`src/verilog/vtc_defines.svh`:
```
// Constants for the output-voltage target block: command codes, field
// positions, limits and timing counts. Definitions only.
`ifndef VTC_DEFINES_SVH
`define VTC_DEFINES_SVH

`define VTC_CMD_FORMAT 8'h20
`define VTC_CMD_TARGET 8'h21
`define VTC_CMD_OFFSET 8'h22
`define VTC_REL_BIT 7
`define VTC_MODE_HI 6
`define VTC_MODE_LO 5
`define VTC_EXP_HI 4
`define VTC_EXP_LO 0
`define VTC_MODE_LINEAR 2'h0
`define VTC_EXP_MIN (-12)
`define VTC_EXP_MAX (-4)
`define VTC_EXP_RESET 5'h14
`define VTC_NV_EXP (-12)
`define VTC_NV_TRIM_MAX 127
`define VTC_NV_TRIM_MIN (-128)
`define VTC_CLK_MHZ 250
`define VTC_STEP_TIME_NS 1000
`define VTC_STEP_CYCLES ((`VTC_STEP_TIME_NS * `VTC_CLK_MHZ) / 1000)
`define VTC_ACC_W 24

`endif

```
`src/verilog/vtc_pkg.sv`:
```
// Types shared by the output-voltage target block.
// Assumes vtc_defines.svh is compiled with it.
package vtc_pkg;
    typedef enum logic [1:0] {
        VTC_IDLE,
        VTC_CONVERT,
        VTC_SLEW
    } vtc_state_t;
    typedef logic [23:0] vtc_uv_t;
endpackage

```
`src/verilog/vtc_scale.sv`:
```
// Converts a linear mantissa with a given exponent to microvolt-like units
// scaled at exponent -12 (one LSB = 2^-12 V), and back. Pure logic.
`timescale 1ns/1ps
`default_nettype none
module vtc_scale
    import vtc_pkg::*;
(
    // Forward path: mantissa and exponent to fine units.
    input wire logic signed [16:0] mant_in,
    input wire logic [4:0] exp_in,
    output logic signed [23:0] fine_out,
    // Reverse path: fine units to mantissa at exponent.
    input wire logic signed [23:0] fine_in,
    output logic signed [16:0] mant_out
);
    logic [3:0] sh;
    // Exponents are -4..-12, so the shift toward -12 is 0..8.
    always_comb begin
        sh = 4'(5'sd12 + $signed(exp_in));
        fine_out = 24'(mant_in) <<< sh;
        mant_out = 17'(fine_in >>> sh);
    end
endmodule
`default_nettype wire

```
`src/verilog/vtc_slew.sv`:
```
// Moves the reference toward its target one step per time tick.
// Assumes the rate is given in fine units per tick.
`timescale 1ns/1ps
`default_nettype none
`include "vtc_defines.svh"
module vtc_slew
    import vtc_pkg::*;
(
    // Clock and reset.
    input wire logic core_clk,
    input wire logic reset_n,
    // Target and rate.
    input wire logic tick,
    input wire logic signed [23:0] target,
    input wire logic [15:0] rate,
    // Reference out.
    output logic signed [23:0] ref_out,
    output logic settled
);
    typedef struct packed {
        logic signed [23:0] ref_v;
    } vtc_slew_st_t;
    vtc_slew_st_t s_q, s_d;
    logic signed [24:0] diff;
    logic signed [24:0] step;
    always_comb begin
        s_d = s_q;
        // The rate is unsigned; comparing it unsigned against a falling
        // difference would send the reference the wrong way.
        step = $signed({9'h0, rate});
        diff = 25'(target) - 25'(s_q.ref_v);
        if (tick) begin
            if (diff > step)
                s_d.ref_v = s_q.ref_v + 24'(rate);
            else if (diff < -step)
                s_d.ref_v = s_q.ref_v - 24'(rate);
            else
                s_d.ref_v = target;
        end
    end
    always_ff @(posedge core_clk or negedge reset_n) begin
        if (!reset_n)
            s_q <= '0;
        else
            s_q <= s_d;
    end
    assign ref_out = s_q.ref_v;
    assign settled = (diff == 25'h0);
endmodule
`default_nettype wire

```
`src/verilog/vtc_target.sv`:
```
// Output-voltage format, target and offset registers of one output rail,
// with boot-value selection, limit clamping and a slewed reference.
// Assumes a link layer that presents decoded byte and word commands.
`timescale 1ns/1ps
`default_nettype none
`include "vtc_defines.svh"
module vtc_target
    import vtc_pkg::*;
(
    // Clock and reset.
    input wire logic core_clk,
    input wire logic reset_n,
    // Decoded command port from the link layer.
    input wire logic cmd_wr,
    input wire logic cmd_rd,
    input wire logic [7:0] cmd_code,
    input wire logic [15:0] cmd_wdata,
    output logic [15:0] cmd_rdata,
    output logic cmd_rvalid,
    // Limits and rate in fine units (exponent -12).
    input wire logic [23:0] limit_max,
    input wire logic [23:0] limit_min,
    input wire logic [1:0] loop_scale_sel,
    input wire logic [15:0] transition_rate,
    // Conversion state and boot sources.
    input wire logic conversion_enabled,
    input wire logic restore_user_all,
    input wire logic default_source_select,
    input wire logic [15:0] voltage_select_pin,
    input wire logic [15:0] nv_target,
    input wire logic [7:0] nv_offset,
    input wire logic [7:0] nv_format,
    // Option bits and events.
    input wire logic reset_pin_mode,
    input wire logic power_good_or_reset_pin,
    input wire logic fault_restore_default_bit,
    input wire logic fault_shutdown,
    // Results.
    output logic [23:0] reference_level,
    output logic reference_settled,
    output logic [7:0] nv_offset_backup,
    output logic voltage_limit_warning,
    output logic invalid_data,
    output logic host_alert
);
    // ------------------------------------------------------------------
    // State
    // ------------------------------------------------------------------
    typedef struct packed {
        logic relative_format_flag;
        logic [4:0] expn;
        logic [15:0] target;
        logic [15:0] offset;
        logic [23:0] boot_fine;
        vtc_state_t st;
        logic [4:0] new_exp;
        logic new_rel;
        logic signed [23:0] goal;
        logic warn;
        logic inval;
        logic [15:0] rdata;
        logic rvalid;
        logic [15:0] tick_cnt;
        logic booted;
        logic over;
    } vtc_st_t;
    vtc_st_t s_q, s_d;

    function automatic logic exp_ok(input logic [4:0] e);
        logic signed [4:0] se;
        se = $signed(e);
        exp_ok = (se >= 5'(`VTC_EXP_MIN)) && (se <= 5'(`VTC_EXP_MAX));
    endfunction

    // Hardware maximum of the reference, fine units, by loop scale.
    function automatic logic signed [23:0] hw_max(input logic [1:0] sel);
        unique case (sel)
            2'h0: hw_max = 24'sd2867;
            2'h1: hw_max = 24'sd5734;
            2'h2: hw_max = 24'sd11468;
            2'h3: hw_max = 24'sd24576;
        endcase
    endfunction

    // ------------------------------------------------------------------
    // Scaling of target and offset into fine units
    // ------------------------------------------------------------------
    logic signed [23:0] tgt_fine, off_fine, tgt_wfine, off_wfine;
    logic signed [16:0] boot_mant;
    logic [4:0] conv_exp;
    assign conv_exp = (s_q.st == VTC_CONVERT) ? s_q.new_exp : s_q.expn;

    vtc_scale u_tgt (
        .mant_in({1'b0, s_q.target}),
        .exp_in(s_q.expn),
        .fine_out(tgt_fine),
        .fine_in(24'sd0),
        .mant_out()
    );
    vtc_scale u_off (
        .mant_in({s_q.offset[15], s_q.offset}),
        .exp_in(s_q.expn),
        .fine_out(off_fine),
        .fine_in(24'sd0),
        .mant_out()
    );
    vtc_scale u_wt (
        .mant_in({1'b0, cmd_wdata}),
        .exp_in(s_q.expn),
        .fine_out(tgt_wfine),
        .fine_in(s_q.boot_fine),
        .mant_out(boot_mant)
    );
    vtc_scale u_wo (
        .mant_in({cmd_wdata[15], cmd_wdata}),
        .exp_in(s_q.expn),
        .fine_out(off_wfine),
        .fine_in(24'sd0),
        .mant_out()
    );
    // Reconversion at the new exponent uses a third scaler pair.
    logic signed [16:0] tgt_new, off_new;
    vtc_scale u_nt (
        .mant_in(17'sd0),
        .exp_in(conv_exp),
        .fine_out(),
        .fine_in(tgt_fine),
        .mant_out(tgt_new)
    );
    vtc_scale u_no (
        .mant_in(17'sd0),
        .exp_in(conv_exp),
        .fine_out(),
        .fine_in(off_fine),
        .mant_out(off_new)
    );

    // Boot source: pin detection or stored value, both at own exponent.
    logic [15:0] boot_src;
    assign boot_src = default_source_select ? voltage_select_pin
                                            : nv_target;

    // ------------------------------------------------------------------
    // Next state
    // ------------------------------------------------------------------
    logic signed [24:0] sum;
    logic signed [24:0] sum_w;
    logic signed [23:0] goal_v;
    logic limit_hit;
    logic tick;
    logic signed [7:0] trim_nv;
    always_comb begin
        s_d = s_q;
        s_d.rvalid = 1'b0;
        tick = (s_q.tick_cnt == 16'(`VTC_STEP_CYCLES - 1));
        s_d.tick_cnt = tick ? 16'h0 : s_q.tick_cnt + 16'h1;
        sum_w = 25'sd0;
        limit_hit = 1'b0;
        goal_v = s_q.goal;
        // Status clears come first, so that an event in the same cycle wins.
        if (cmd_rd && cmd_code == `VTC_CMD_TARGET)
            s_d.warn = 1'b0;
        if (cmd_rd && cmd_code == `VTC_CMD_OFFSET)
            s_d.inval = 1'b0;

        // First cycle after reset: capture the boot default.
        if (!s_q.booted || restore_user_all) begin
            s_d.booted = 1'b1;
            s_d.relative_format_flag = nv_format[`VTC_REL_BIT];
            s_d.expn = exp_ok(nv_format[`VTC_EXP_HI:`VTC_EXP_LO]) ?
                nv_format[`VTC_EXP_HI:`VTC_EXP_LO] : `VTC_EXP_RESET;
            s_d.target = boot_src;
            // Backup is held at exponent -12 by construction.
            s_d.boot_fine = {8'h0, boot_src};
            s_d.offset = {{8{nv_offset[7]}}, nv_offset};
            s_d.st = VTC_IDLE;
        end else if (reset_pin_mode && !power_good_or_reset_pin) begin
            s_d.target = 16'(boot_mant);
        end else if (fault_shutdown && fault_restore_default_bit) begin
            s_d.target = boot_src;
        end else begin
            unique case (s_q.st)
                VTC_IDLE: begin
                    if (cmd_wr && cmd_code == `VTC_CMD_FORMAT) begin
                        if (conversion_enabled) begin
                            s_d.inval = 1'b1;
                        end else if (cmd_wdata[`VTC_MODE_HI:`VTC_MODE_LO]
                                     != `VTC_MODE_LINEAR ||
                                     !exp_ok(cmd_wdata[4:0])) begin
                            s_d.inval = 1'b1;
                        end else begin
                            s_d.new_rel = cmd_wdata[`VTC_REL_BIT];
                            s_d.new_exp = cmd_wdata[4:0];
                            s_d.st = VTC_CONVERT;
                        end
                    end else if (cmd_wr && cmd_code == `VTC_CMD_TARGET) begin
                        s_d.target = cmd_wdata;
                    end else if (cmd_wr && cmd_code == `VTC_CMD_OFFSET) begin
                        sum_w = 25'(tgt_fine) + 25'(off_wfine);
                        if (sum_w < 25'sd0 ||
                            sum_w > 25'(hw_max(2'h3))) begin
                            s_d.inval = 1'b1;
                        end else begin
                            s_d.offset = cmd_wdata;
                        end
                    end
                end
                VTC_CONVERT: begin
                    // Target and offset are re-expressed at the new exponent.
                    s_d.target = 16'(tgt_new);
                    s_d.offset = 16'(off_new);
                    s_d.expn = s_q.new_exp;
                    s_d.relative_format_flag = s_q.new_rel;
                    s_d.st = VTC_IDLE;
                end
                default: s_d.st = VTC_IDLE;
            endcase
        end

        // Reference goal: command plus offset, clamped.
        sum = 25'(tgt_fine) + 25'(off_fine);
        if (sum > $signed({1'b0, limit_max})) begin
            goal_v = 24'(limit_max);
            limit_hit = 1'b1;
        end else if (sum < $signed({1'b0, limit_min})) begin
            goal_v = 24'(limit_min);
            limit_hit = 1'b1;
        end else if (sum > 25'(hw_max(loop_scale_sel))) begin
            goal_v = hw_max(loop_scale_sel);
        end else begin
            goal_v = 24'(sum);
        end
        if (goal_v > hw_max(loop_scale_sel))
            goal_v = hw_max(loop_scale_sel);
        s_d.goal = goal_v;
        s_d.over = limit_hit;
        // The warning is an event: it rises when the sum leaves the limits,
        // so a read can clear it while the clamp still holds.
        if (limit_hit && !s_q.over)
            s_d.warn = 1'b1;

        // Reads return the registers; the warning is cleared on a target read and
        // the invalid flag on an offset read, but a new event in the same cycle wins.
        if (cmd_rd) begin
            s_d.rvalid = 1'b1;
            unique case (cmd_code)
                `VTC_CMD_FORMAT: s_d.rdata = {8'h0, s_q.relative_format_flag,
                    `VTC_MODE_LINEAR, s_q.expn};
                `VTC_CMD_TARGET: s_d.rdata = s_q.target;
                `VTC_CMD_OFFSET: s_d.rdata = s_q.offset;
                default: s_d.rdata = 16'h0;
            endcase
        end
    end

    always_ff @(posedge core_clk or negedge reset_n) begin
        if (!reset_n) begin
            s_q <= '0;
            s_q.expn <= `VTC_EXP_RESET;
            s_q.st <= VTC_IDLE;
        end else begin
            s_q <= s_d;
        end
    end

    // ------------------------------------------------------------------
    // Slewed reference and outputs
    // ------------------------------------------------------------------
    logic signed [23:0] ref_v;
    vtc_slew u_slew (
        .core_clk(core_clk),
        .reset_n(reset_n),
        .tick(s_q.tick_cnt == 16'h0),
        .target(s_q.goal),
        .rate(transition_rate),
        .ref_out(ref_v),
        .settled(reference_settled)
    );

    // Backup of the offset saturates to one signed byte at -12.
    always_comb begin
        if (off_fine > 24'sd`VTC_NV_TRIM_MAX)
            trim_nv = 8'sd127;
        else if (off_fine < -24'sd128)
            trim_nv = -8'sd128;
        else
            trim_nv = 8'(off_fine);
    end

    assign reference_level = ref_v;
    assign nv_offset_backup = trim_nv;
    assign voltage_limit_warning = s_q.warn;
    assign invalid_data = s_q.inval;
    assign host_alert = s_q.warn | s_q.inval;
    assign cmd_rdata = s_q.rdata;
    assign cmd_rvalid = s_q.rvalid;
endmodule
`default_nettype wire
```
`config.mk`:
```
export PLATFORM = sky130hd
export DESIGN_NAME = vtc_target
export DESIGN_NICKNAME = d
export VERILOG_FILES = /design/src/verilog/vtc_pkg.sv /design/src/verilog/vtc_scale.sv /design/src/verilog/vtc_slew.sv /design/src/verilog/vtc_target.sv
export VERILOG_INCLUDE_DIRS = /design/src /design/src/verilog
export SDC_FILE = /design/constraint.sdc
export NUM_CORES = 1
export LEC_CHECK = 0
export CAP_MARGIN = 20
export CORE_MARGIN = 5
export CORE_UTILIZATION = 55
export CTS_CLUSTER_DIAMETER = 50
export DETAILED_ROUTE_END_ITERATION = 10
export DONT_BUFFER_PORTS = 1
export PLACE_DENSITY = 0.79
export SYNTH_ARGS = -nofsm -noshare
export SYNTH_HDL_FRONTEND = slang
export SYNTH_SLANG_ARGS = --single-unit
```
`constraint.sdc`:
```
create_clock -name core_clk -period 13.67 [get_ports core_clk]
set_input_delay 1.367 -clock core_clk [delete_from_list [all_inputs] [get_ports core_clk]]
set_output_delay 1.367 -clock core_clk [all_outputs]
set_load 0.01 [all_outputs]
```
Yosys cells after proc, flatten, opt, wreduce, memory -nomap -nowiden:

Cells that the tools add are included.

* bits in registers: 147
* output and inout bits: 53
* word-level logic and storage cells: 156

* add/sub/neg operators: 9
* order comparisons: 14
* equality and inequality tests: 19
* shifts and indexed selects: 6
* mux-type cells: 54
* bitwise gates (word level): 6
* reductions and logical operators: 31

Operator list (count)
* $mux 24: 8
* $mux 16: 10
* $pmux 24 s4: 1
* $pmux 32 s2: 1
* $mux 8: 7
* $add 24x24->25: 2
* $lt 25x25->1: 2
* $pmux 16 s3: 1
* $sshl 16x4->24: 2
* $sshr 24x4->16: 2
* $mux 38: 1
* $mux 32: 1
* $gt 25x16->1 const B: 1
* $gt 25x17->1: 1
* $gt 25x24->1: 1
* $gt 25x25->1: 1
* $logic_not 25->1: 1
* $lt 25x1->1 const B: 1
* $neg 16->25: 1
* $sub 24x24->25: 1
* $add 24x16->24: 1
* $eq 8x6->1 const B: 3
* $gt 24x24->1: 1
* $gt 24x8->1 const B: 1
* 32 further kinds: 87

Longest topological paths before layout:

* depth in word-level cells: 13
* mapped depth: 48
* gate-level depth less buffers: 42

Cells and area by module:

Synthesis repeated with hierarchy kept, for this count alone.

* cells, all modules: 3030
* area, all modules: 28337.2 µm²

Modules (own cells, without submodules)
* vtc_target: times used 1, cells an instance 1366, area each 11379.7 µm², sequential area each 3055.4 µm²
* vtc_scale: times used 6, cells an instance 143, area each 1853.0 µm², sequential area each 0.0 µm²
* vtc_slew: times used 1, cells an instance 806, area each 5839.4 µm², sequential area each 600.6 µm²

Least setup slack after synthesis:

Ideal clock, no wire load.

* path type: register to register
* start point: register s_q[126] in the netlist's numbering
* end point: register s_q[48] in the netlist's numbering
* data arrival time: 9328 ps
* path slack: 4214 ps
* stages on the path, launching flop included: 44
* path through: dfrtp_1 > buf_4 > buf_4 > buf_2 > buf_1 > clkbuf_1 > clkbuf_1 > buf_1 > nor3_1 > fa_1 > maj3_1 > o211ai_1 > a311oi_1 > nor2_1 > o21ai_0 > a21oi_1 > xnor2_1 > ha_1 > [... 8 more ...] > nand2_1 > o21a_1 > o21ai_0 > ha_1 > a21o_1 > a21o_1 > a21o_1 > a21o_1 > a21o_1 > a21o_1 > a211o_1 > a21o_1 > a21oi_1 > o22ai_1 > o21ai_0 > mux2i_1 > buf_2 > mux2_1

* word-level cells in the longest chain between the ends: 9
* elaborated cells between the ends (all ways): 12
* those cells by class: add/sub (2); order compare (4); shift (2); mux (4)

RTL lines
* from (decl): line vtc_target.sv:67 `vtc_st_t s_q, s_d;`
* $add 3x4->4 *: line vtc_scale.sv:19 `sh = 4'(5'sd12 + $signed(exp_in));`
* $sshl 17x4->24 / $sshl 16x4->24 (equally long branches): line vtc_scale.sv:20 `fine_out = 24'(mant_in) <<< sh;`
* $add 24x24->25 *: line vtc_target.sv:221 `sum = 25'(tgt_fine) + 25'(off_fine);`
* $gt 25x24->1: line vtc_target.sv:228 `end else if (sum > 25'(hw_max(loop_scale_sel))) begin`
* $mux 24: line vtc_target.sv:228
* $mux 24: line vtc_target.sv:225 `end else if (sum < $signed({1'b0, limit_min})) begin`
* $mux 24 *: line vtc_target.sv:222 `if (sum > $signed({1'b0, limit_max})) begin`
* $gt 24x24->1: line vtc_target.sv:233 `if (goal_v > hw_max(loop_scale_sel))`
* $mux 24 *: line vtc_target.sv:233
* via goal_v[11]: line vtc_target.sv:148 `logic signed [23:0] goal_v;`

The timed path passes the listed nets; every way through them passes the cells marked *.
A chain may end at the register's enable or synchronous reset.

Final worst setup path:

* start point: register s_q[125] in the netlist's numbering
* end point: register s_q[50] in the netlist's numbering

Same word-level chain as after synthesis.

==> metrics <==
CP most frequent cell=a21o_1; initial antenna violation count=0; aggregate global routing overflow=0; CP max FO=50; vias in the first global route=21500; Initial DRC Count=2712; static leakage=0.0103 uW; clock sink total=146; fraction of layout cells with a size suffix above 1=8.05%; Detail Route Antenna Nets=0; asr flop ratio synth=100%; total wire length=78.8 mm; WS Path Type=reg2reg; count leader, synth=nor2_1; final worst path period need=11.47 ns; area leader, netlist=dfrtp_1; utilization after layout=57.6%; CTS buffer count=17; adder-cell area share of the yosys netlist=13.0%; post-CTS resize count=0; Post-Synth Simple-Gate Area=19.4%; hold buffers post-CTS=0; Netlist cell types=105; Die ar.=44100 um2; hpwl dp=61.0 mm; Worst Path Arrival=11.79 ns; die height=210 um; Post-CTS Setup Bufs=0; CTS tree=yes; CP startpoint kind=register; cell-internal power=2020 uW; failing checks=design-rule violations; syn avg cell area=7.59 um2; CP Capture Type=register; Finish-stage setup viols=0; max-slew violation count=0; first-pass GRT wire length=120 mm; commonest cells in the netlist=nor2_1 (293), nand2_1 (292), a21oi_1 (226); chip width=210 um; Max H-tree Level=4; Cells after Synth=2895; CTS max path bufs=2; root buffer cell=clkbuf_16; fillers=3677; status=finished, violations left; row count=73; gpl congestion=0.993; clk_skew=0.0114 ns; top cells by area, synth=dfrtp_1 (16%), ha_1 (12%), mux2i_1 (6.2%); worst relative slew slack=20.2%; Worst path slowest cell=o41ai_4; post-synthesis sequential area ratio=16.6%; share of the synthesized area in the top cell type=16.4%; initial core utilization=55.4%; clock latency on the worst-skew pair=0.46 ns; Clk pwr share=12.9%; Net Count, Synth=3266; Hold Fails Final Rpt=0; CP Buf/Inv Count=1; largest family of logic cells by synthesized area=compound AO/OA/AOI/OAI gates; Max stage delay on crit path=1.00 ns; yosys warns=0; final period utilization=83.9%; Reg power frac=14.4%; overall global routing resource usage=34.1%; via/cell ratio=6.87; # diodes=0; Core ar.=39600 um2; via count=22700; sw frac=52.4%; RSZ-0062 raised after global routing=no; largest net degree at the start of global routing=147; main flop type after synthesis=dfrtp_1; critical path required time=13.99 ns; CP delay by family, top=compound AO/OA/AOI/OAI gates; Area growth, synth to finish=3.98%; Synth Area in Compound Gates=25.9%; Clk pin slew, worst setup/hold paths=0.07 ns; IR drop worst, VDD=0.133 mV; Highest Clock Rate=0.0872 GHz; Post-Syn Area=22000 um2; total of max-cap violations=0; nets=3141; input/output buffers=0; setup TNS=0 ns; switching power=2220 uW; number of top-level pins=202; Gate power share=72.6%; worst slew pin tran=1.18 ns; post-synthesis mux area share=14.3%; Post-synth EDFFs=0; number of synthesized register bits=146; iteration count of the initial detailed-routing pass=10; drt drc=1; Avg WL per Cell=23.8 um; worst min path class=reg2reg; XOR/XNOR Fraction of Synth Area=3.79%; PD cells=185 nW/um2
[state kept, by name, indices dropped and copies added, names as in the netlist]
| signal | flops |
|---|---|
| cmd_rvalid | 1 |
| s_q | 103 |
| voltage_limit_warning | 1 |
| invalid_data | 1 |
| cmd_rdata | 16 |
| u_slew.ref_out | 24 |
[power groups by stage]
stage               clock [uW]  sequential [uW]  combinational, uW
floorplan                    0              549               2240
global placement             0              612               2860
detailed placement           0              615               2960
CTS                        552              607               2980
global route               571              616               3330
finish                     547              612               3080
[kinds of logic after synthesis]
group,Yosys count
AND/OR/NAND/NOR,927
buffers and inverters,370
AO/OA/AOI/OAI,883
multiplexers,246
XOR/XNOR,95
other,1
adder cells (fa/ha/maj),227
flip-flops,146
[final timing paths]
check                           slack (ns)  cells past startpoint                       endpoint                 start
max in group asynchronous            12.81                      0  u_slew.ref_out[9]$_DFFE_PN0N_               reset_n
worst max-delay path                  2.20                     38              s_q[50]$_DFF_PN0_  s_q[125]$_DFFE_PN0P_
min in group asynchronous             0.60                      0           s_q[126]$_DFFE_PN0P_               reset_n
worst min register to register        0.48                      1              s_q[17]$_DFF_PN0_     s_q[17]$_DFF_PN0_
worst min-delay path                  0.48                      1              s_q[17]$_DFF_PN0_     s_q[17]$_DFF_PN0_
worst max register to register        2.20                     38              s_q[50]$_DFF_PN0_  s_q[125]$_DFFE_PN0P_
[cell type report]
type                    instances  area (um2)  area share, %
multi-input cells            2379       16900           73.9
flip-flops and latches        146        3660           16.0
inverters                     189         709           3.10
well taps                     525         657           2.87
clock buffers                  17         425           1.86
repair buffers                 37         275           1.20
clock inverters                15         241           1.06
[metrics by stage]
stage | power, uW | worst slack [ns] | hold WS (ns) | instances | area (um2)
6_report | 4240 | 2.20 | 0.482 | 3308 | 22900
3_3_place_gp | 3470 | 2.78 | 0.453 | 3275 | 22200
4_1_cts | 4140 | 2.64 | 0.480 | 3307 | 22800
3_5_place_dp | 3580 | 2.66 | 0.465 | 3275 | 22200
5_1_grt | 4520 | 1.73 | 0.495 | 3308 | 22900
2_1_floorplan | 2790 | 4.21 | 0.415 | 2895 | 22000
[metal layers]
| layer | track usage (%) | up-vias | wire, um | part of all wire (%) |
|---|---|---|---|---|
| met4 | 16.7 | 0 | 4460 | 5.7 |
| li1 | - | 10400 | - | - |
| met3 | 7.73 | 274 | 7810 | 9.9 |
| met1 | 42.0 | 10800 | 30100 | 38 |
| met2 | 56.3 | 1319 | 36400 | 46 |
| met5 | 0 | - | 0 | 0 |
[cells in the final DEF (no fill, tap or decap), types with 7 or more instances in the layout]
master	synthesis	routed
a2111oi_0	7	7
a211oi_1	31	31
a21boi_0	11	9
a21o_1	70	70
a21oi_1	226	225
a22oi_1	18	18
a31oi_1	38	38
and2_1	15	15
and3_1	27	27
buf_4	18	36
clkbuf_16	0	17
dfrtp_1	144	141
ha_1	217	217
inv_1	188	188
mux2_2	57	57
mux2i_1	137	135
mux4_2	43	43
nand2_1	292	292
nand2b_1	22	21
nand3_1	71	71
nand4_1	35	35
nor2_1	293	293
nor2b_1	39	38
nor3_1	47	47
nor4_1	24	24
o211ai_1	44	44
o21a_1	39	39
o21ai_0	191	190
o21bai_1	15	15
o221ai_1	12	12
o22ai_1	56	56
o31a_1	9	9
o31ai_1	22	22
o41ai_1	8	8
or2_2	9	9
or3_1	16	16
or4_1	11	11
xnor2_1	66	66
xor2_1	29	29
Power figures use the tool's default switching activity.
